[src/hdl/rhs_pkg.sv]
/*
 * Constants, register map and state encoding for the reference holdover selector.
 * Assumes an 8-bit register port and two redundant reference inputs.
 */
package rhs_pkg;

   localparam int ADDR_W     = 8;
   localparam int DATA_W     = 8;
   localparam int WORD_W     = 16;
   localparam int NUM_IN     = 2;
   localparam int PRESCALE_W = 5;
   localparam int PRE_CNT_W  = 32;
   localparam int HOLD_W     = 8;
   localparam int REVAL_W    = 11;

   // -----------------------------------------------------------------------
   // Register offsets
   // -----------------------------------------------------------------------
   localparam logic [ADDR_W-1:0] REG_CTRL     = 8'h00;
   localparam logic [ADDR_W-1:0] REG_HOLDOFF  = 8'h01;
   localparam logic [ADDR_W-1:0] REG_PRESCALE = 8'h02;
   localparam logic [ADDR_W-1:0] REG_REVAL    = 8'h03;
   localparam logic [ADDR_W-1:0] REG_PRIORITY = 8'h04;
   localparam logic [ADDR_W-1:0] REG_STATUS   = 8'h05;
   localparam logic [ADDR_W-1:0] REG_LOSS     = 8'h06;
   localparam logic [ADDR_W-1:0] REG_COUNT    = 8'h07;

   // -----------------------------------------------------------------------
   // Field positions
   // -----------------------------------------------------------------------
   localparam int CTRL_HO_BIT   = 0;
   localparam int CTRL_AM_LSB   = 1;
   localparam int CTRL_SRC_BIT  = 3;
   localparam int CTRL_ISEL_BIT = 4;
   localparam int CTRL_REVERTIVE_ENABLE_BIT = 5;
   localparam int ST_VALID_LSB  = 0;
   localparam int ST_HOLDN_BIT  = 2;
   localparam int ACTIVE_INPUT_INDICATOR_BIT    = 3;
   localparam int REFERENCE_VALID_STATUS_BIT    = 4;
   localparam int LOSS_REF_BIT  = 2;

   // -----------------------------------------------------------------------
   // Reset values and mode codes
   // -----------------------------------------------------------------------
   localparam logic [5:0]            CTRL_RST     = 6'h00;
   localparam logic [HOLD_W-1:0]     HOLDOFF_RST  = 8'h08;
   localparam logic [PRESCALE_W-1:0] PRESCALE_RST = 5'h02;
   localparam logic [1:0]            REVAL_RST    = 2'h2;
   localparam logic [3:0]            PRIORITY_RST = 4'h1;
   localparam logic [1:0]            AM_SHORT     = 2'h2;
   localparam logic [1:0]            AM_AUTO_HOLD = 2'h3;

   // Clock cycles per step of the revalidation setting.
   localparam logic [REVAL_W-1:0]    REVAL_UNIT   = 11'h100;

   typedef enum logic [2:0] {
      ST_TRACK = 3'b001,
      ST_COUNT = 3'b010,
      ST_STALL = 3'b100
   } rhs_state_e;

endpackage

[src/hdl/rhs_holdoff_counter.sv]
/*
 * Hold-off down-counter with a power-of-two prescaler.
 * Assumes the controller asserts run only while a hold-off countdown is wanted.
 */
`timescale 1ns/10ps
module rhs_holdoff_counter (
   input  wire logic                           clk_sys_i,
   input  wire logic                           srst_i,
   input  wire logic                           run_i,
   input  wire logic                           load_i,
   input  wire logic [rhs_pkg::HOLD_W-1:0]     start_i,
   input  wire logic [rhs_pkg::PRESCALE_W-1:0] prescale_i,
   output logic                                expire_o,
   output logic [rhs_pkg::HOLD_W-1:0]          count_o
);
   import rhs_pkg::*;

   logic [PRE_CNT_W-1:0] pre_q;
   logic [PRE_CNT_W-1:0] ratio_m1;
   logic [HOLD_W-1:0]    cnt_q;
   logic                 expire_q;

   assign ratio_m1 = (32'h1 << prescale_i) - 32'h1;
   assign expire_o = expire_q;
   assign count_o  = cnt_q;

   // -----------------------------------------------------------------------
   // Countdown
   // -----------------------------------------------------------------------
   // One count per prescaled tick; expiry reloads the start value.
   always_ff @(posedge clk_sys_i) begin
      if (srst_i) begin
         pre_q    <= '0;
         cnt_q    <= '0;
         expire_q <= 1'b0;
      end else begin
         expire_q <= 1'b0;
         if (load_i) begin
            cnt_q <= start_i;
            pre_q <= '0;
         end else if (run_i) begin
            if (cnt_q == 8'h00) begin
               expire_q <= 1'b1;
               cnt_q    <= start_i;
               pre_q    <= '0;
            end else if (pre_q == ratio_m1) begin
               pre_q <= '0;
               cnt_q <= cnt_q - 8'h01;
            end else begin
               pre_q <= pre_q + 32'h1;
            end
         end
      end
   end

endmodule

[src/hdl/rhs_selector.sv]
/*
 * Reference selection and holdover controller for a two-input clock cleaner.
 * Assumes LOS flags come from a detector on clk_sys_i, the select pin is
 * asynchronous, and the PLL tuning word is on clk_sys_i.
 */
// Functional notes
// - Short-term holdover mode enters holdover at once when selected reference fails.
// - Short-term holdover selection follows only the user pin or bit.
// - Short-term mode revalidates by setting, then relocks to the same input.
// - Auto holdover mode: LOS or manual change starts holdover and countdown, then switch only if active input is lost.
// - Holdover lasts start value times prescaler ratio over VCXO frequency.
// - Auto holdover ends early on primary revalidation or manual selection change.
// - Manual holdover mode selects from pin or bit, chosen by select source.
// - Manual change enters holdover until the 8-bit counter expires, then switches.
// - Manual mode: holdover flag 0 during holdover, selection and inputs tracked.
// - Auto mode LOS on active input at once starts holdover, clears status and latch.
// - During countdown both inputs stay monitored and new losses are flagged.
// - Revalidation in countdown: status high, latch clearable, selection kept, no revert.
// - Expiry with active input valid keeps it, reference status 1, holdover ends.
// - Expiry with active lost and other valid switches, status 1, holdover ends.
// - Expiry with nothing valid keeps selection, status low, refuses clear, stays held.
// - After hold-off completes revertive switching works again when enabled.
// - In holdover the output follows a stored tuning word from earlier lock.
// - Expired hold-off counter reloads its programmed start value.
// - Revertive off after reset; revert only to a higher priority input.
`timescale 1ns/10ps
module rhs_selector (
   input  wire logic                        clk_sys_i,
   input  wire logic                        srst_i,
   input  wire logic [rhs_pkg::ADDR_W-1:0]  addr_i,
   input  wire logic [rhs_pkg::DATA_W-1:0]  wr_data_i,
   input  wire logic                        wr_en_i,
   input  wire logic                        rd_en_i,
   output logic      [rhs_pkg::DATA_W-1:0]  rd_data_o,
   input  wire logic [rhs_pkg::NUM_IN-1:0]  los_i,
   input  wire logic                        external_select_pin_i,
   input  wire logic [rhs_pkg::WORD_W-1:0]  pll_word_i,
   output logic      [rhs_pkg::WORD_W-1:0]  tuning_word_o,
   output logic                             holdover_active_n_o,
   output logic                             active_input_indicator_o,
   output logic                             reference_valid_status_o,
   output logic      [rhs_pkg::NUM_IN-1:0]  input_valid_status_o
);
   import rhs_pkg::*;

   // -----------------------------------------------------------------------
   // Declarations
   // -----------------------------------------------------------------------
   logic [5:0]            ctrl_q;
   logic [HOLD_W-1:0]     holdoff_start_value_q;
   logic [PRESCALE_W-1:0] holdoff_prescaler_q;
   logic [1:0]            revalidation_setting_q;
   logic [3:0]            priority_q;
   logic [NUM_IN-1:0]     input_loss_latch_q;
   logic                  reference_loss_latch_q;
   logic [NUM_IN-1:0]     input_valid_status_q;
   logic [NUM_IN-1:0]     valid_prev_q;
   logic                  reference_valid_status_q;
   logic                  holdover_active_n_q;
   logic [WORD_W-1:0]     tuning_word_q;
   logic [DATA_W-1:0]     rd_data_q;
   logic                  ext_meta_q;
   logic                  ext_sync_q;
   logic                  user_sel_prev_q;
   logic                  cause_loss_q;
   logic                  cause_loss_d;
   rhs_state_e            state_q;
   rhs_state_e            state_d;
   logic                  sel_q;
   logic                  sel_d;
   logic                  load_hold;
   logic                  hold_expire;
   logic [HOLD_W-1:0]     hold_count;
   logic                  holdover_mode_select_n;
   logic [1:0]            auto_manual_field;
   logic                  mode_manual_ho;
   logic                  mode_short;
   logic                  mode_auto_ho;
   logic                  user_sel;
   logic                  user_change;
   logic                  sel_bad;
   logic                  other;
   logic                  revert_ok;
   logic [NUM_IN-1:0]     loss_event;
   logic [NUM_IN-1:0]     valid_rise;
   logic                  wr_loss;
   logic                  ref_next;
   logic [1:0]            prio_sel;
   logic [1:0]            prio_other;

   assign holdover_mode_select_n = ctrl_q[CTRL_HO_BIT];
   assign auto_manual_field      = ctrl_q[CTRL_AM_LSB +: 2];
   assign mode_manual_ho         = !holdover_mode_select_n;
   assign mode_short             = holdover_mode_select_n && (auto_manual_field == AM_SHORT);
   assign mode_auto_ho           = holdover_mode_select_n && (auto_manual_field == AM_AUTO_HOLD);

   // -----------------------------------------------------------------------
   // Select pin synchroniser and user choice
   // -----------------------------------------------------------------------
   always_ff @(posedge clk_sys_i) begin
      if (srst_i) begin
         ext_meta_q      <= 1'b0;
         ext_sync_q      <= 1'b0;
         user_sel_prev_q <= 1'b0;
      end else begin
         ext_meta_q      <= external_select_pin_i;
         ext_sync_q      <= ext_meta_q;
         user_sel_prev_q <= user_sel;
      end
   end

   // Pin or register bit, as picked by the select source bit.
   assign user_sel    = ctrl_q[CTRL_SRC_BIT] ? ctrl_q[CTRL_ISEL_BIT] : ext_sync_q;
   assign user_change = (user_sel != user_sel_prev_q);
   assign other       = !sel_q;
   assign sel_bad     = los_i[sel_q] || !input_valid_status_q[sel_q];
   assign prio_sel    = priority_q[{sel_q, 1'b0} +: 2];
   assign prio_other  = priority_q[{other, 1'b0} +: 2];
   assign revert_ok   = ctrl_q[CTRL_REVERTIVE_ENABLE_BIT] && valid_rise[other] &&
                        (prio_other > prio_sel);

   // -----------------------------------------------------------------------
   // Per-input revalidation and loss latches
   // -----------------------------------------------------------------------
   assign wr_loss = wr_en_i && (addr_i == REG_LOSS);

   generate
      for (genvar gi = 0; gi < NUM_IN; gi++) begin : g_input
         logic [REVAL_W-1:0] good_cnt_q;
         logic [REVAL_W-1:0] good_limit;

         assign good_limit     = REVAL_UNIT * ({9'h000, revalidation_setting_q} + 11'h001);
         assign loss_event[gi] = los_i[gi] && input_valid_status_q[gi];
         assign valid_rise[gi] = input_valid_status_q[gi] && !valid_prev_q[gi];

         // An input is valid again after LOS stays away for the set time.
         always_ff @(posedge clk_sys_i) begin
            if (srst_i) begin
               good_cnt_q               <= '0;
               input_valid_status_q[gi] <= 1'b0;
               valid_prev_q[gi]         <= 1'b0;
            end else begin
               valid_prev_q[gi] <= input_valid_status_q[gi];
               if (los_i[gi]) begin
                  good_cnt_q               <= '0;
                  input_valid_status_q[gi] <= 1'b0;
               end else if (!input_valid_status_q[gi]) begin
                  if (good_cnt_q >= good_limit - 11'h001) begin
                     input_valid_status_q[gi] <= 1'b1;
                  end else begin
                     good_cnt_q <= good_cnt_q + 11'h001;
                  end
               end
            end
         end

         // A new loss wins over a clear; clear only once the input is valid.
         always_ff @(posedge clk_sys_i) begin
            if (srst_i) begin
               input_loss_latch_q[gi] <= 1'b0;
            end else if (loss_event[gi]) begin
               input_loss_latch_q[gi] <= 1'b1;
            end else if (wr_loss && wr_data_i[gi] && input_valid_status_q[gi]) begin
               input_loss_latch_q[gi] <= 1'b0;
            end
         end
      end
   endgenerate

   // -----------------------------------------------------------------------
   // Selection and holdover state machine
   // -----------------------------------------------------------------------
   always_comb begin
      state_d      = state_q;
      sel_d        = sel_q;
      load_hold    = 1'b0;
      cause_loss_d = cause_loss_q;
      case (state_q)
         ST_TRACK: begin
            if (mode_manual_ho) begin
               if (user_sel != sel_q) begin
                  state_d   = ST_COUNT;
                  load_hold = 1'b1;
               end
            end else if (mode_short) begin
               sel_d = user_sel;
               if (los_i[user_sel] || !input_valid_status_q[user_sel]) begin
                  state_d = ST_STALL;
               end
            end else if (mode_auto_ho) begin
               if (sel_bad || user_change) begin
                  state_d      = ST_COUNT;
                  load_hold    = 1'b1;
                  cause_loss_d = sel_bad;
               end else if (revert_ok) begin
                  sel_d = other;
               end
            end else begin
               sel_d = user_sel;
            end
         end
         ST_COUNT: begin
            if (mode_manual_ho) begin
               if (hold_expire) begin
                  sel_d   = user_sel;
                  state_d = ST_TRACK;
               end
            end else if (mode_auto_ho) begin
               if (user_change && !cause_loss_q) begin
                  sel_d   = user_sel;
                  state_d = ST_TRACK;
               end else if (user_change) begin
                  sel_d   = user_sel;
                  state_d = ST_TRACK;
               end else if (cause_loss_q && input_valid_status_q[sel_q] && !los_i[sel_q]) begin
                  state_d = ST_TRACK;
               end else if (hold_expire) begin
                  if (input_valid_status_q[sel_q] && !los_i[sel_q]) begin
                     state_d = ST_TRACK;
                  end else if (input_valid_status_q[other] && !los_i[other]) begin
                     sel_d   = other;
                     state_d = ST_TRACK;
                  end else begin
                     state_d = ST_STALL;
                  end
               end
            end else begin
               state_d = ST_TRACK;
            end
         end
         ST_STALL: begin
            if (mode_short) begin
               sel_d = user_sel;
               if (input_valid_status_q[user_sel] && !los_i[user_sel]) begin
                  state_d = ST_TRACK;
               end
            end else if (mode_auto_ho) begin
               if (user_change) begin
                  sel_d   = user_sel;
                  state_d = ST_TRACK;
               end else if (input_valid_status_q[sel_q] && !los_i[sel_q]) begin
                  state_d = ST_TRACK;
               end else if (input_valid_status_q[other] && !los_i[other]) begin
                  sel_d   = other;
                  state_d = ST_TRACK;
               end
            end else begin
               state_d = ST_TRACK;
            end
         end
         default: begin
            state_d = ST_TRACK;
         end
      endcase
   end

   always_ff @(posedge clk_sys_i) begin
      if (srst_i) begin
         state_q      <= ST_TRACK;
         sel_q        <= 1'b0;
         cause_loss_q <= 1'b0;
      end else begin
         state_q      <= state_d;
         sel_q        <= sel_d;
         cause_loss_q <= cause_loss_d;
      end
   end

   rhs_holdoff_counter u_holdoff (
      .clk_sys_i  (clk_sys_i),
      .srst_i     (srst_i),
      .run_i      (state_q == ST_COUNT),
      .load_i     (load_hold),
      .start_i    (holdoff_start_value_q),
      .prescale_i (holdoff_prescaler_q),
      .expire_o   (hold_expire),
      .count_o    (hold_count)
   );

   // -----------------------------------------------------------------------
   // Status flags and reference loss latch
   // -----------------------------------------------------------------------
   // In manual holdover mode the reference status tracks the selected input.
   assign ref_next = input_valid_status_q[sel_d] && !los_i[sel_d] &&
                     (mode_manual_ho || (state_d == ST_TRACK));

   always_ff @(posedge clk_sys_i) begin
      if (srst_i) begin
         reference_valid_status_q <= 1'b0;
         holdover_active_n_q      <= 1'b1;
      end else begin
         reference_valid_status_q <= ref_next;
         holdover_active_n_q      <= (state_d == ST_TRACK);
      end
   end

   // Low means a loss was seen on the reference; loss wins over a clear.
   always_ff @(posedge clk_sys_i) begin
      if (srst_i) begin
         reference_loss_latch_q <= 1'b1;
      end else if ((mode_auto_ho || mode_short) && loss_event[sel_q]) begin
         reference_loss_latch_q <= 1'b0;
      end else if (wr_loss && wr_data_i[LOSS_REF_BIT] && reference_valid_status_q) begin
         reference_loss_latch_q <= 1'b1;
      end
   end

   // The tuning word freezes on the last locked value while in holdover.
   always_ff @(posedge clk_sys_i) begin
      if (srst_i) begin
         tuning_word_q <= '0;
      end else if (state_q == ST_TRACK && reference_valid_status_q) begin
         tuning_word_q <= pll_word_i;
      end
   end

   // -----------------------------------------------------------------------
   // Register writes
   // -----------------------------------------------------------------------
   always_ff @(posedge clk_sys_i) begin
      if (srst_i) begin
         ctrl_q                 <= CTRL_RST;
         holdoff_start_value_q  <= HOLDOFF_RST;
         holdoff_prescaler_q    <= PRESCALE_RST;
         revalidation_setting_q <= REVAL_RST;
         priority_q             <= PRIORITY_RST;
      end else if (wr_en_i) begin
         case (addr_i)
            REG_CTRL:     ctrl_q                 <= wr_data_i[5:0];
            REG_HOLDOFF:  holdoff_start_value_q  <= wr_data_i;
            REG_PRESCALE: holdoff_prescaler_q    <= wr_data_i[PRESCALE_W-1:0];
            REG_REVAL:    revalidation_setting_q <= wr_data_i[1:0];
            REG_PRIORITY: priority_q             <= wr_data_i[3:0];
            default: begin
            end
         endcase
      end
   end

   // -----------------------------------------------------------------------
   // Register reads
   // -----------------------------------------------------------------------
   // Read data stand for one cycle only; unmapped offsets read zero.
   always_ff @(posedge clk_sys_i) begin
      if (srst_i) begin
         rd_data_q <= 8'h00;
      end else if (rd_en_i) begin
         case (addr_i)
            REG_CTRL:     rd_data_q <= {2'h0, ctrl_q};
            REG_HOLDOFF:  rd_data_q <= holdoff_start_value_q;
            REG_PRESCALE: rd_data_q <= {3'h0, holdoff_prescaler_q};
            REG_REVAL:    rd_data_q <= {6'h00, revalidation_setting_q};
            REG_PRIORITY: rd_data_q <= {4'h0, priority_q};
            REG_STATUS:   rd_data_q <= {3'h0, reference_valid_status_q, sel_q,
                                        holdover_active_n_q, input_valid_status_q};
            REG_LOSS:     rd_data_q <= {5'h00, reference_loss_latch_q, input_loss_latch_q};
            REG_COUNT:    rd_data_q <= hold_count;
            default:      rd_data_q <= 8'h00;
         endcase
      end else begin
         rd_data_q <= 8'h00;
      end
   end

   // -----------------------------------------------------------------------
   // Outputs
   // -----------------------------------------------------------------------
   assign rd_data_o                = rd_data_q;
   assign tuning_word_o            = tuning_word_q;
   assign holdover_active_n_o      = holdover_active_n_q;
   assign active_input_indicator_o = sel_q;
   assign reference_valid_status_o = reference_valid_status_q;
   assign input_valid_status_o     = input_valid_status_q;

endmodule

[config.mk]
export PLATFORM = sky130hd
export DESIGN_NAME = rhs_selector
export DESIGN_NICKNAME = d
export VERILOG_FILES = /design/src/hdl/rhs_pkg.sv /design/src/hdl/rhs_holdoff_counter.sv /design/src/hdl/rhs_selector.sv
export SDC_FILE = /design/constraint.sdc
export NUM_CORES = 1
export LEC_CHECK = 0
export BUFFER_PORTS_ARGS = -buffer_cell sky130_fd_sc_hd__buf_2
export CORE_ASPECT_RATIO = 1.2
export CORE_UTILIZATION = 35
export DETAILED_ROUTE_END_ITERATION = 8
export PLACE_DENSITY_LB_ADDON = 0.12
export SETUP_SLACK_MARGIN = 0.05
export SYNTH_ARGS = -nofsm -noshare
export SYNTH_HDL_FRONTEND = slang
export SYNTH_SLANG_ARGS = --single-unit
[constraint.sdc]
create_clock -name clk_sys_i -period 9.3 [get_ports clk_sys_i]
set_input_delay 1.86 -clock clk_sys_i [delete_from_list [all_inputs] [get_ports clk_sys_i]]
set_output_delay 1.86 -clock clk_sys_i [all_outputs]
set_load 0.02 [all_outputs]
==> metrics.md, run 1 <==
| Metric | Value |
|---|---|
| Status | `finished clean` |
| Pwr/cell area | `158.5 mW/mm2` |
| Hold Slack | `0.4473 ns` |
| Largest net degree at the start of global routing | `49` |
| Chip height | `158.2 um` |
| Post_cts resized | `0` |
| Syn_area_per_cell | `7.861 um2` |
| Slew headroom | `46.11%` |
| Nets | `996` |
| Peak supply drop | `117.7 uV` |
| Clock transition at path regs | `0.06 ns` |
| Leading post-synthesis cells by instance count | `dfxtp_1 (129), nand2_1 (118), nor2_1 (107), a21oi_1 (79), nand3_1 (41)` |
| Maximum capacitance violations | `0` |
| DRT antenna net count | `0` |
| Share of flip-flops with an asynchronous set or reset | `0%` |
| Yosys top cell area share | `36.30%` |
| Unrepaired setup endpoints after global routing | `no` |
| Post-Synthesis Cells | `905` |
| EDFF count, synth | `0` |
| Crit start category | `register` |
| Core box area | `0.01976 mm2` |
| Final Hold Viols | `0` |
| Postcts setup bufs | `0` |
| Inst Count DP | `1189` |
| Max clock buf depth | `2` |
| Post-CTS Hold Fix Bufs | `0` |
| Layout cell share with drive strength beyond 1 | `13.23%` |
| Global-route wire length before repair | `31.78 mm` |
| Placer Congestion | `0.8441` |
| Final Worst Setup Slack | `4.937 ns` |
| CTS tree | `yes` |
| Tmin final | `4.363 ns` |
| Crit path kind | `register to register` |
| Total CTS buffers | `17` |
| H-tree depth | `4` |
| Post-synthesis sequential area ratio | `36.30%` |
| Tcrit/Tclk final | `46.91%` |
| DRT Pass-1 Iters | `6` |
| Iter 0 DRT Violations | `522` |
| Die area | `0.02090 mm2` |
| Num rows | `56` |
| Syn. warnings | `0` |
| Area leader, netlist | `dfxtp_1` |
| Final Max Tran Viols | `0` |
| Final Skew | `0.01149 ns` |
| # IOs | `68` |
| Worst skew pair latency | `0.42 ns` |
| Synth Net Count | `954` |
| HPWL after DPL | `13.99 mm` |
| Post-synthesis instance area | `0.007114 mm2` |
| Worst hold path class | `register to register` |
| Place WS | `4.962 ns` |
| Die Wd | `132.2 um` |
| Initial antenna violation count | `0` |
| Arrival @ worst endpoint | `4.68 ns` |
| LEAKAGE | `2.984 nW` |
| P&R area growth vs syn | `15.04%` |
| Vias in the first global route | `5968` |
| CTS Sinks | `129` |
| Fillers | `2106` |
| Initial Util | `36.01%` |
| DR DRC count | `0` |
| Total power | `1.297 mW` |
| DR vias/cell | `5.373` |
| N_diodes | `0` |
| Setup TNS | `0 ns` |
| FMAX | `229.2 MHz` |
| Crit end category | `register` |
| Top-count cell post-synth | `dfxtp_1` |
| Via count | `6561` |
| Overall routing resource usage | `19.26%` |
| Synth top area cells | `dfxtp_1 (36%), nand2_1 (6.2%), nor2_1 (5.6%)` |
| Crit Path Max Fanout | `21` |
| Routed wire per std cell | `16.11 um` |
| Routed WL | `19.67 mm` |
| Req. time, crit path | `9.62 ns` |
| Slew @ Worst Pin | `0.7880 ns` |
| PortBufs | `67` |
| Setup violators final | `0` |
| Post-synth top flop | `dfxtp_1` |
| Grt ovf | `0` |
| Register bit total from synthesis | `129` |
| Finished Layout Cells | `1221` |
| Post-synth cell types | `75` |
| Clock root cell | `clkbuf_16` |
## cells in the final DEF (no fill, tap or decap), types with 5 or more instances in the layout
cell type,instances
buf_4,9
nor3_1,18
inv_6,7
inv_1,21
nor2_1,107
xor2_1,34
nand4_1,18
dfxtp_1,129
nor2b_1,18
clkbuf_16,17
o21ai_0,20
or2_2,5
mux2i_1,16
nand3_1,41
o211ai_1,9
ha_1,10
a22oi_1,12
a21oi_1,79
buf_2,67
nand2_1,118
nand2b_1,11
a21o_1,6
a211o_1,6
and2_1,8
and3_1,18
xnor2_1,31
or3_1,11
a31oi_1,9
nor4_1,8
## power by group
part	leakage, nW	internal (mW)	switching, mW
clock	0.269	0.377	0.290
combinational	1.67	0.0241	0.0447
sequential	1.04	0.556	0.00460
## cell type report
type | count | area [um2] | share of cell area [%]
inverter | 21 | 78.83 | 0.9632
multi-input combinational | 702 | 4220 | 51.57
clock buffer | 18 | 429.2 | 5.244
sequential | 129 | 2582 | 31.55
clock inverter | 14 | 143.9 | 1.758
timing repair buffer | 76 | 402.9 | 4.923
tap | 261 | 326.6 | 3.990
## kinds of logic after synthesis
| kind of cell | after synthesis | share of synthesized area, % |
|---|---|---|
| simple gates | 406 | 27.70 |
| buf+inv | 74 | 4.449 |
| mux | 19 | 2.726 |
| fa+ha+maj | 10 | 1.759 |
| flops | 129 | 36.30 |
| xor+xnor | 65 | 8.002 |
| compound gates | 202 | 19.06 |
## per-stage QoR
step | instance area [um2] | util [%]
finish | 8184 | 41.42
global route | 8184 | 41.42
CTS | 8184 | 41.42
detailed placement | 7611 | 38.52
global placement | 7611 | 38.52
floorplan | 7114 | -
## metal layers
metal	wire, um	up-vias	track usage [%]
li1	-	3298	-
met1	9098	3056	24.55
met2	9181	171	31.62
met3	842	36	3.554
met4	546	0	8.749
met5	0	-	0
## worst max-delay path, cell delays in order, from the launching register on
cell	delay, ns
dfxtp_1	0.50
buf_4	0.31
or2_0	0.33
or2_2	0.34
ha_1	0.33
or4_1	0.46
o21ai_0	0.18
a22oi_1	0.10
xnor2_1	0.16
nor4_1	0.28
nand4_1	0.50
a22o_1	0.39
a2111oi_2	0.35
## flip-flops by register name, indices dropped and copies added (netlist names)
signal,count
valid_prev_q,2
cause_loss_q,1
reference_valid_status_o,1
priority_q,4
ext_meta_q,1
reference_loss_latch_q,1
holdoff_prescaler_q,5
state_q,3
tuning_word_o,16
u_holdoff.expire_o,1
revalidation_setting_q,2
u_holdoff.count_o,8
holdoff_start_value_q,8
g_input.good_cnt_q,22
holdover_active_n_o,1
input_loss_latch_q,2
u_holdoff.pre_q,32
input_valid_status_o,2
user_sel_prev_q,1
ext_sync_q,1
active_input_indicator_o,1
ctrl_q,6
rd_data_o,8
## worst paths after layout
kind | start | endpoint | slack (ns) | cells after the start
worst min register to register | ext_meta_q | ext_sync_q | 0.45 | 1
worst max-delay path | holdoff_prescaler_q[3] | u_holdoff.count_o[4] | 4.94 | 12
worst max register to register | holdoff_prescaler_q[3] | u_holdoff.count_o[4] | 4.94 | 12
worst min-delay path | ext_meta_q | ext_sync_q | 0.45 | 1
Note: power is estimated with default switching activity, not from simulation.
==> run 2: changes to the inputs <==
Settings changed: ABC_AREA set to 1.
Clock period 9.3 ns to 3.6 ns, I/O delays scaled along.
==> run 2 against run 1 <==
Clock power grew to 2.6 times the previous value. Die area is 6.1% higher. Via count increased by 14%. Count of clock-buffer cells in the layout unchanged. Largest power group unchanged.
==> metrics.md, run 2 <==
| Metric | Value |
|---|---|
| Post-synth top flop | `dfxtp_1` |
| P&R area growth vs syn | `16.21%` |
| Worst hold path class | `register to register` |
| DR DRC count | `0 (unchanged)` |
| EDFF count, synth | `0 (unchanged)` |
| Via count | `7495 (+14%)` |
| Pwr/cell area | `391.8 mW/mm2 (+150%)` |
| DR vias/cell | `4.954 (-7.8%)` |
| Synth top area cells | `dfxtp_1 (34%), nand2_1 (11%), nor2_1 (11%)` |
| Placer Congestion | `0.9190 (+8.9%)` |
| Total power | `3.441 mW (+170%)` |
| Syn. warnings | `0 (unchanged)` |
| Crit Path Max Fanout | `16 (-24%)` |
| Max reg flops | `32 (unchanged)` |
| Largest net degree at the start of global routing | `54 (+10%)` |
| Slew headroom | `37.40% (-8.7 points)` |
| Clock root cell | `clkbuf_16` |
| Final Skew | `0.01451 ns (+0.003019 ns)` |
| Chip height | `163.0 um (+3.0%)` |
| Worst skew pair latency | `0.43 ns (about the same)` |
| Routed WL | `21.92 mm (+11%)` |
| FMAX | `313.8 MHz (+37%)` |
| Iter 0 DRT Violations | `574 (+10%)` |
| Post_cts resized | `0 (unchanged)` |
| Register bit total from synthesis | `129 (unchanged)` |
| Grt ovf | `0 (unchanged)` |
| Hold Slack | `0.4025 ns (-0.04482 ns)` |
| Setup TNS | `0 ns (unchanged)` |
| Post-Synthesis Cells | `1157 (+28%)` |
| Crit end category | `register` |
| Tcrit/Tclk final | `88.53% (+42 points)` |
| Req. time, crit path | `3.91 ns (-5.71 ns)` |
| Synth Net Count | `1206 (+26%)` |
| Maximum capacitance violations | `0 (unchanged)` |
| Final Max Tran Viols | `0 (unchanged)` |
| Syn_area_per_cell | `6.532 um2 (-17%)` |
| Post-CTS Hold Fix Bufs | `0 (unchanged)` |
| LEAKAGE | `3.858 nW (+29%)` |
| CTS Sinks | `129 (unchanged)` |
| Status | `finished clean` |
| Commonest non-fill, non-tap cell in the layout | `nand2_1` |
| Post-synthesis instance area | `0.007557 mm2 (+6.2%)` |
| DRT Pass-1 Iters | `5 (-1)` |
| Global-route wire length before repair | `35.44 mm (+12%)` |
| Unrepaired setup endpoints after global routing | `no` |
| Placed Instance Area | `0.008210 mm2 (+7.9%)` |
| Share of flip-flops with an asynchronous set or reset | `0% (unchanged)` |
| Area leader, netlist | `dfxtp_1` |
| Crit start category | `register` |
| Routed wire per std cell | `14.49 um (-10%)` |
| Inst Count DP | `1481 (+25%)` |
| WHS Endpoint | `ext_sync_q` |
| Crit path kind | `register to register` |
| Setup violators final | `0 (unchanged)` |
| Post-synthesis sequential area ratio | `34.17% (-2.1 points)` |
| Post-synth cell types | `47 (-37%)` |
| Worst Min Path Start | `ext_meta_q` |
| Initial antenna violation count | `0 (unchanged)` |
| Worst R2R Setup Slack | `0.41 ns (-4.52 ns)` |
| N_diodes | `0 (unchanged)` |
| Yosys top cell area share | `34.17% (-2.1 points)` |
| R2R Path Start | `holdoff_prescaler_q[1]` |
| Reg2reg path depth | `21 (+9)` |
| Final Hold Viols | `0 (unchanged)` |
| Biggest register | `u_holdoff.pre_q` |
| Initial Util | `35.91% (-0.096 points)` |
| Clock transition at path regs | `0.07 ns (about the same)` |
| WHS Path Cells | `2 (+1)` |
| Die area | `0.02219 mm2 (+6.1%)` |
| Slew @ Worst Pin | `0.9154 ns (+0.1274 ns)` |
| Total CTS buffers | `17 (unchanged)` |
| Worst R2R End | `u_holdoff.pre_q[3]` |
| HPWL after DPL | `16.90 mm (+21%)` |
| Tmin final | `3.187 ns (-1.176 ns)` |
| Nets | `1279 (+28%)` |
| Overall routing resource usage | `20.54% (+1.3 points)` |
| Core box area | `0.02105 mm2 (+6.5%)` |
| Design area | `0.008782 mm2 (+7.3%)` |
| Finished Layout Cells | `1513 (+24%)` |
| Leading post-synthesis cells by instance count | `nand2_1 (228), nor2_1 (219), inv_1 (144), dfxtp_1 (129), o21ai_0 (79)` |
| DRT antenna net count | `0 (unchanged)` |
| Vias in the first global route | `7035 (+18%)` |
| Die Wd | `136.1 um (+3.0%)` |
| Peak supply drop | `308.7 uV (+160%)` |
| # IOs | `68 (unchanged)` |
| Most frequent cells in the layout | `nand2_1 (228), nor2_1 (219), inv_1 (144)` |
| CTS tree | `yes` |
| Max clock buf depth | `2 (unchanged)` |
| Top-count cell post-synth | `nand2_1` |
| H-tree depth | `4 (unchanged)` |
| PortBufs | `67 (unchanged)` |
| Num rows | `58 (+3.6%)` |
| Postcts setup bufs | `0 (unchanged)` |
| Arrival @ worst endpoint | `3.50 ns (-1.18 ns)` |
| Layout cell share with drive strength beyond 1 | `11.18% (-2.0 points)` |
-- run 2: changes by cell type after synthesis, sizes merged, moves of 22 or more --
cell / previous run / this run
inv: 21 / 147
nor2: 107 / 230
nand2: 118 / 236
o21ai: 21 / 79
a21oi: 79 / 57
-- run 2: cells by family (layout without fill, tap and decap cells) --
| kind of cell | count (synthesis) | after routing | share of synthesized area, % |
|---|---|---|---|
| AOI/OAI and AO/OA | 172 | 172 | 12.62 |
| muxes | 2 | 2 | 0.2980 |
| DFF | 129 | 129 | 34.17 |
| xor gates and xnor gates | 65 | 65 | 7.533 |
| buffers and inverters | 173 | 259 | 9.007 |
| and+or+nand+nor | 606 | 606 | 34.72 |
| adders and majority gates | 10 | 10 | 1.656 |
-- run 2: worst max path at each step --
stage               cells past startpoint                   start                   to
floorplan                              19  holdoff_prescaler_q[2]  u_holdoff.pre_q[26]
global placement                       21  holdoff_prescaler_q[1]   u_holdoff.pre_q[0]
detailed placement                     21  holdoff_prescaler_q[1]  u_holdoff.pre_q[12]
CTS                                    21  holdoff_prescaler_q[1]   u_holdoff.pre_q[0]
global route                           19  holdoff_prescaler_q[1]  u_holdoff.pre_q[11]
finish                                 21  holdoff_prescaler_q[1]   u_holdoff.pre_q[3]
-- run 2: stage by stage --
stage                     worst slack [ns]  utilization [%]
after floorplan                      1.124                -
after global placement              0.4847            39.01
after detailed placement            0.3962            39.01
after CTS                           0.3898            41.73
after global routing               0.07126            41.73
final                               0.4129            41.73
-- run 2: layout make-up --
type | instances | area (um2)
Clock buffer | 18 | 429.2
Timing Repair Buffer | 79 | 437.9
Multi-Input combinational cell | 855 | 4294
Sequential cell | 129 | 2582
Clock inverter | 14 | 142.6
Tap cell | 270 | 337.8
Fill cell | 2302 | 12260
Inverter | 148 | 558.0
-- run 2: power by group --
part           switching (mW)  internal (mW)
Combinational           0.167         0.0950
Sequential             0.0125           1.44
Clock                   0.753          0.972
-- run 2: worst max-delay path, stage by stage (launching register included) --
cell     delay [ns]
dfxtp_1        0.59
nor2_2         0.12
nand2_1        0.20
inv_1          0.08
nand2_1        0.09
ha_1           0.22
nand2_2        0.13
inv_1          0.09
nand2_2        0.09
nor2_4         0.15
nand3_1        0.10
nand2_1        0.10
nand3_1        0.08
nor2_1         0.13
nand2_1        0.07
inv_1          0.05
nand3_1        0.07
nand2_1        0.06
nand2_1        0.07
nand2_2        0.31
buf_12         0.20
nor2_1         0.04
-- run 2: layer usage --
metal  track usage, %  part of all wire [%]
met4            8.939                   2.8
met3            3.610                   4.5
met5                0                     0
met2            34.77                    48
met1            25.23                    45
==> run 3: changes to the inputs <==
Settings changed: SLEW_MARGIN set to 20, SYNTH_HIERARCHICAL set to 1.
==> run 3 against run 2 <==
First-iteration DRC count is 16% lower. Combinational power fell by 13%. Fmax up 2.0%. Area after synthesis is 6.9% higher. Sequential share of layout area shrank 1.6 points. Critical path type unchanged.
==> metrics.md, run 3 <==
| Metric | Value |
|---|---|
| Status | `finished clean` |
| Crit path launch | `holdoff_prescaler_q[4]` |
| DR vias/cell | `5.092 (+2.8%)` |
| EDFF count, synth | `0 (unchanged)` |
| Vias in the first global route | `8112 (+15%)` |
| Maximum capacitance violations | `0 (unchanged)` |
| Routing usage on met1 | `24.49% (-0.75 points)` |
| DRT antenna net count | `0 (unchanged)` |
| Tmin final | `3.126 ns (-0.06133 ns)` |
| Top-count cell post-synth | `nand2_1` |
| Synth top area cells | `dfxtp_1 (32%), nand2_1 (15%), nor2_1 (11%)` |
| Worst Min Path Start | `ext_meta_q` |
| Num rows | `60 (+3.4%)` |
| Routed WL | `25.25 mm (+15%)` |
| Max clock buf depth | `2 (unchanged)` |
| GRT Max-Usage Layer | `met2` |
| Clock transition at path regs | `0.06 ns (about the same)` |
| Share of flip-flops with an asynchronous set or reset | `0% (unchanged)` |
| Register bit total from synthesis | `129 (unchanged)` |
| CTS tree | `yes` |
| N_diodes | `0 (unchanged)` |
| Unrepaired setup endpoints after global routing | `no` |
| Slew @ Worst Pin | `0.9173 ns (+0.001987 ns)` |
| Post-synth top flop | `dfxtp_1` |
| Placer Congestion | `1.004 (+9.3%)` |
| Post-synthesis sequential area ratio | `31.98% (-2.2 points)` |
| CP dominant cell by count | `nor2_1` |
| Final Skew | `0.01211 ns (-0.002404 ns)` |
| Total CTS buffers | `17 (unchanged)` |
| Syn. warnings | `6 (+6)` |
| Fillers | `2469 (+7.3%)` |
| DRT Pass-1 Iters | `5 (unchanged)` |
| Final Max Tran Viols | `0 (unchanged)` |
| Nets | `1430 (+12%)` |
| P&R area growth vs syn | `15.08%` |
| R2R Path Start | `holdoff_prescaler_q[4]` |
| Iter 0 DRT Violations | `484 (-16%)` |
| Post-CTS Hold Fix Bufs | `0 (unchanged)` |
| Post-synthesis instance area | `0.008075 mm2 (+6.9%)` |
| Overall routing resource usage | `21.94% (+1.4 points)` |
| Biggest register | `u_holdoff/pre_q` |
| Met3 usage | `3.754% (+0.14 points)` |
| Die area | `0.02369 mm2 (+6.8%)` |
| Chip height | `168.4 um (+3.3%)` |
| Crit Path Max Fanout | `11 (-5)` |
| Family with the most delay on the worst path | `simple AND/OR/NAND/NOR gates` |
| Crit path kind | `register to register` |
| Crit end category | `register` |
| Cell Chain, Critical Path | `buf_4, nand2_1, inv_1, nor2_1, nor2_1, nand2_1, nor2_1, nand2_1, nor2_1, nand3_1, nor2_1, nand3_1, nor2_1, nand3_1, nand2_1, nand2_2, inv_2, nor3_1` |
| Met2 usage | `38.68% (+3.9 points)` |
| Final Worst Setup Slack | `0.4742 ns (+0.06133 ns)` |
| Req. time, crit path | `3.89 ns (-0.02 ns)` |
| Worst R2R Setup Slack | `0.47 ns (+0.06 ns)` |
| H-tree depth | `4 (unchanged)` |
| Clock root cell | `clkbuf_16` |
| Area leader, netlist | `dfxtp_1` |
| Die Wd | `140.7 um (+3.3%)` |
| Buf/Inv on CP | `3 (-1)` |
| FMAX | `319.9 MHz (+2.0%)` |
| Psw | `847.0 uW (-9.2%)` |
| Post-synth cell types | `51 (+8.5%)` |
| Net Sw Frac | `24.81% (-2.3 points)` |
| CTS Sinks | `129 (unchanged)` |
| Max reg flops | `32 (unchanged)` |
| Post-Synthesis Cells | `1307 (+13%)` |
| Most frequent cells in the layout | `nand2_1 (318), nor2_1 (234), inv_1 (163)` |
| Pwr/cell area | `367.4 mW/mm2 (-6.3%)` |
| Syn_area_per_cell | `6.178 um2 (-5.4%)` |
| Slowest CP cell | `dfxtp_1` |
| Via count | `8504 (+13%)` |
| Initial antenna violation count | `0 (unchanged)` |
| Crit start category | `register` |
| Sequential Power Share | `42.7% (+0.4 points)` |
| Post_cts resized | `0 (unchanged)` |
| Leading post-synthesis cells by instance count | `nand2_1 (318), nor2_1 (234), inv_1 (163), dfxtp_1 (129), nand3_1 (105)` |
| Slew headroom | `37.26% (-0.14 points)` |
| HPWL after DPL | `19.87 mm (+18%)` |
| Grt ovf | `0 (unchanged)` |
| Combinational share of power | `6.7% (-0.9 points)` |
| PortBufs | `67 (unchanged)` |
| Worst skew pair latency | `0.42 ns (about the same)` |
| Setup violators final | `0 (unchanged)` |
| Largest net degree at the start of global routing | `40 (-26%)` |
| P_int | `2.567 mW (+2.3%)` |
| Hold Slack | `0.4079 ns (+0.005401 ns)` |
| Routed wire per std cell | `15.12 um (+4.3%)` |
| Peak supply drop | `289.4 uV (-6.3%)` |
| CP peak stage delay | `0.58 ns (about the same)` |
| Synth Net Count | `1358 (+13%)` |
| # IOs | `68 (unchanged)` |
| Core box area | `0.02252 mm2 (+7.0%)` |
| Arrival @ worst endpoint | `3.42 ns (-0.08 ns)` |
| Place WS | `0.5325 ns (+0.1363 ns)` |
| Final Hold Viols | `0 (unchanged)` |
| Postcts setup bufs | `0 (unchanged)` |
| Tcrit/Tclk final | `86.83% (-1.7 points)` |
| Initial Util | `35.86% (-0.054 points)` |
| Yosys top cell area share | `31.98% (-2.2 points)` |
| Setup TNS | `0 ns (unchanged)` |
| DR DRC count | `0 (unchanged)` |
| Layout cell share with drive strength beyond 1 | `10.42% (-0.76 points)` |
| Worst hold path class | `register to register` |
| Clock Power Share | `50.7% (+0.6 points)` |
| Global-route wire length before repair | `40.83 mm (+15%)` |
| Commonest non-fill, non-tap cell in the layout | `nand2_1` |
| LEAKAGE | `4.155 nW (+7.7%)` |
-- run 3: cell count changes in the layout (fill, tap and decap cells not counted), sizes merged, moves of 4 or more --
cell      before  now
a22oi          5    1
clkinv         1    6
clkinvlp       5    1
inv          155  174
nand2        236  328
nand3         56  105
nand3b         8    3
nor2         230  243
o21ai         79   87
xnor2         11    5
xor2          54   33
-- run 3: routing by layer --
layer	share of wire [%]	vias up
li1	-	4357
met1	42	3827
met2	48	250
met3	4.4	70
met4	5.3	0
met5	0	-
-- run 3: area by class of cell --
cell class,instances,area (um2),area share [%]
Inverter,170,638.1,6.867
Multi-Input combinational cell,981,4703,50.61
Sequential cell,129,2582,27.79
Clock inverter,13,147.6,1.589
Tap cell,279,349.1,3.757
Clock buffer,18,439.2,4.726
Timing Repair Buffer,80,432.9,4.659
-- run 3: worst paths after layout --
path | depth (start not counted) | endpoint
worst max-delay path | 18 | u_holdoff/pre_q[29]
worst min-delay path | 2 | ext_sync_q
worst max register to register | 18 | u_holdoff/pre_q[29]
worst min register to register | 2 | ext_sync_q
-- run 3: logic make-up after synthesis --
family	synth area share [%]
and+or+nand+nor	39.60
buffers and inverters	9.839
AOI/OAI and AO/OA	12.47
DFF	31.98
xor gates and xnor gates	4.121
adders and majority gates	1.859
muxes	0.1240
-- run 3: through the flow --
step	std cells	util (%)	total power, mW	cell area, um2
3_5_place_dp	1639	38.66	1.716	8706
4_1_cts	1670	41.26	3.456	9293
5_1_grt	1670	41.26	3.555	9293
3_3_place_gp	1639	38.66	1.717	8706
2_1_floorplan	1307	-	1.640	8075
6_report	1670	41.26	3.414	9293
-- run 3: tightest hold or removal path, cell delays in order (launching register included) --
cell	delay, ns
dfxtp_1	0.30
inv_1	0.04
nor2_1	0.03
-- run 3: power by group through the flow --
stage	clock, mW	combinational [mW]	sequential [mW]
floorplan	0	0.156	1.48
global placement	0	0.230	1.49
detailed placement	0	0.229	1.49
CTS	1.77	0.229	1.46
global route	1.83	0.264	1.46
finish	1.73	0.228	1.46
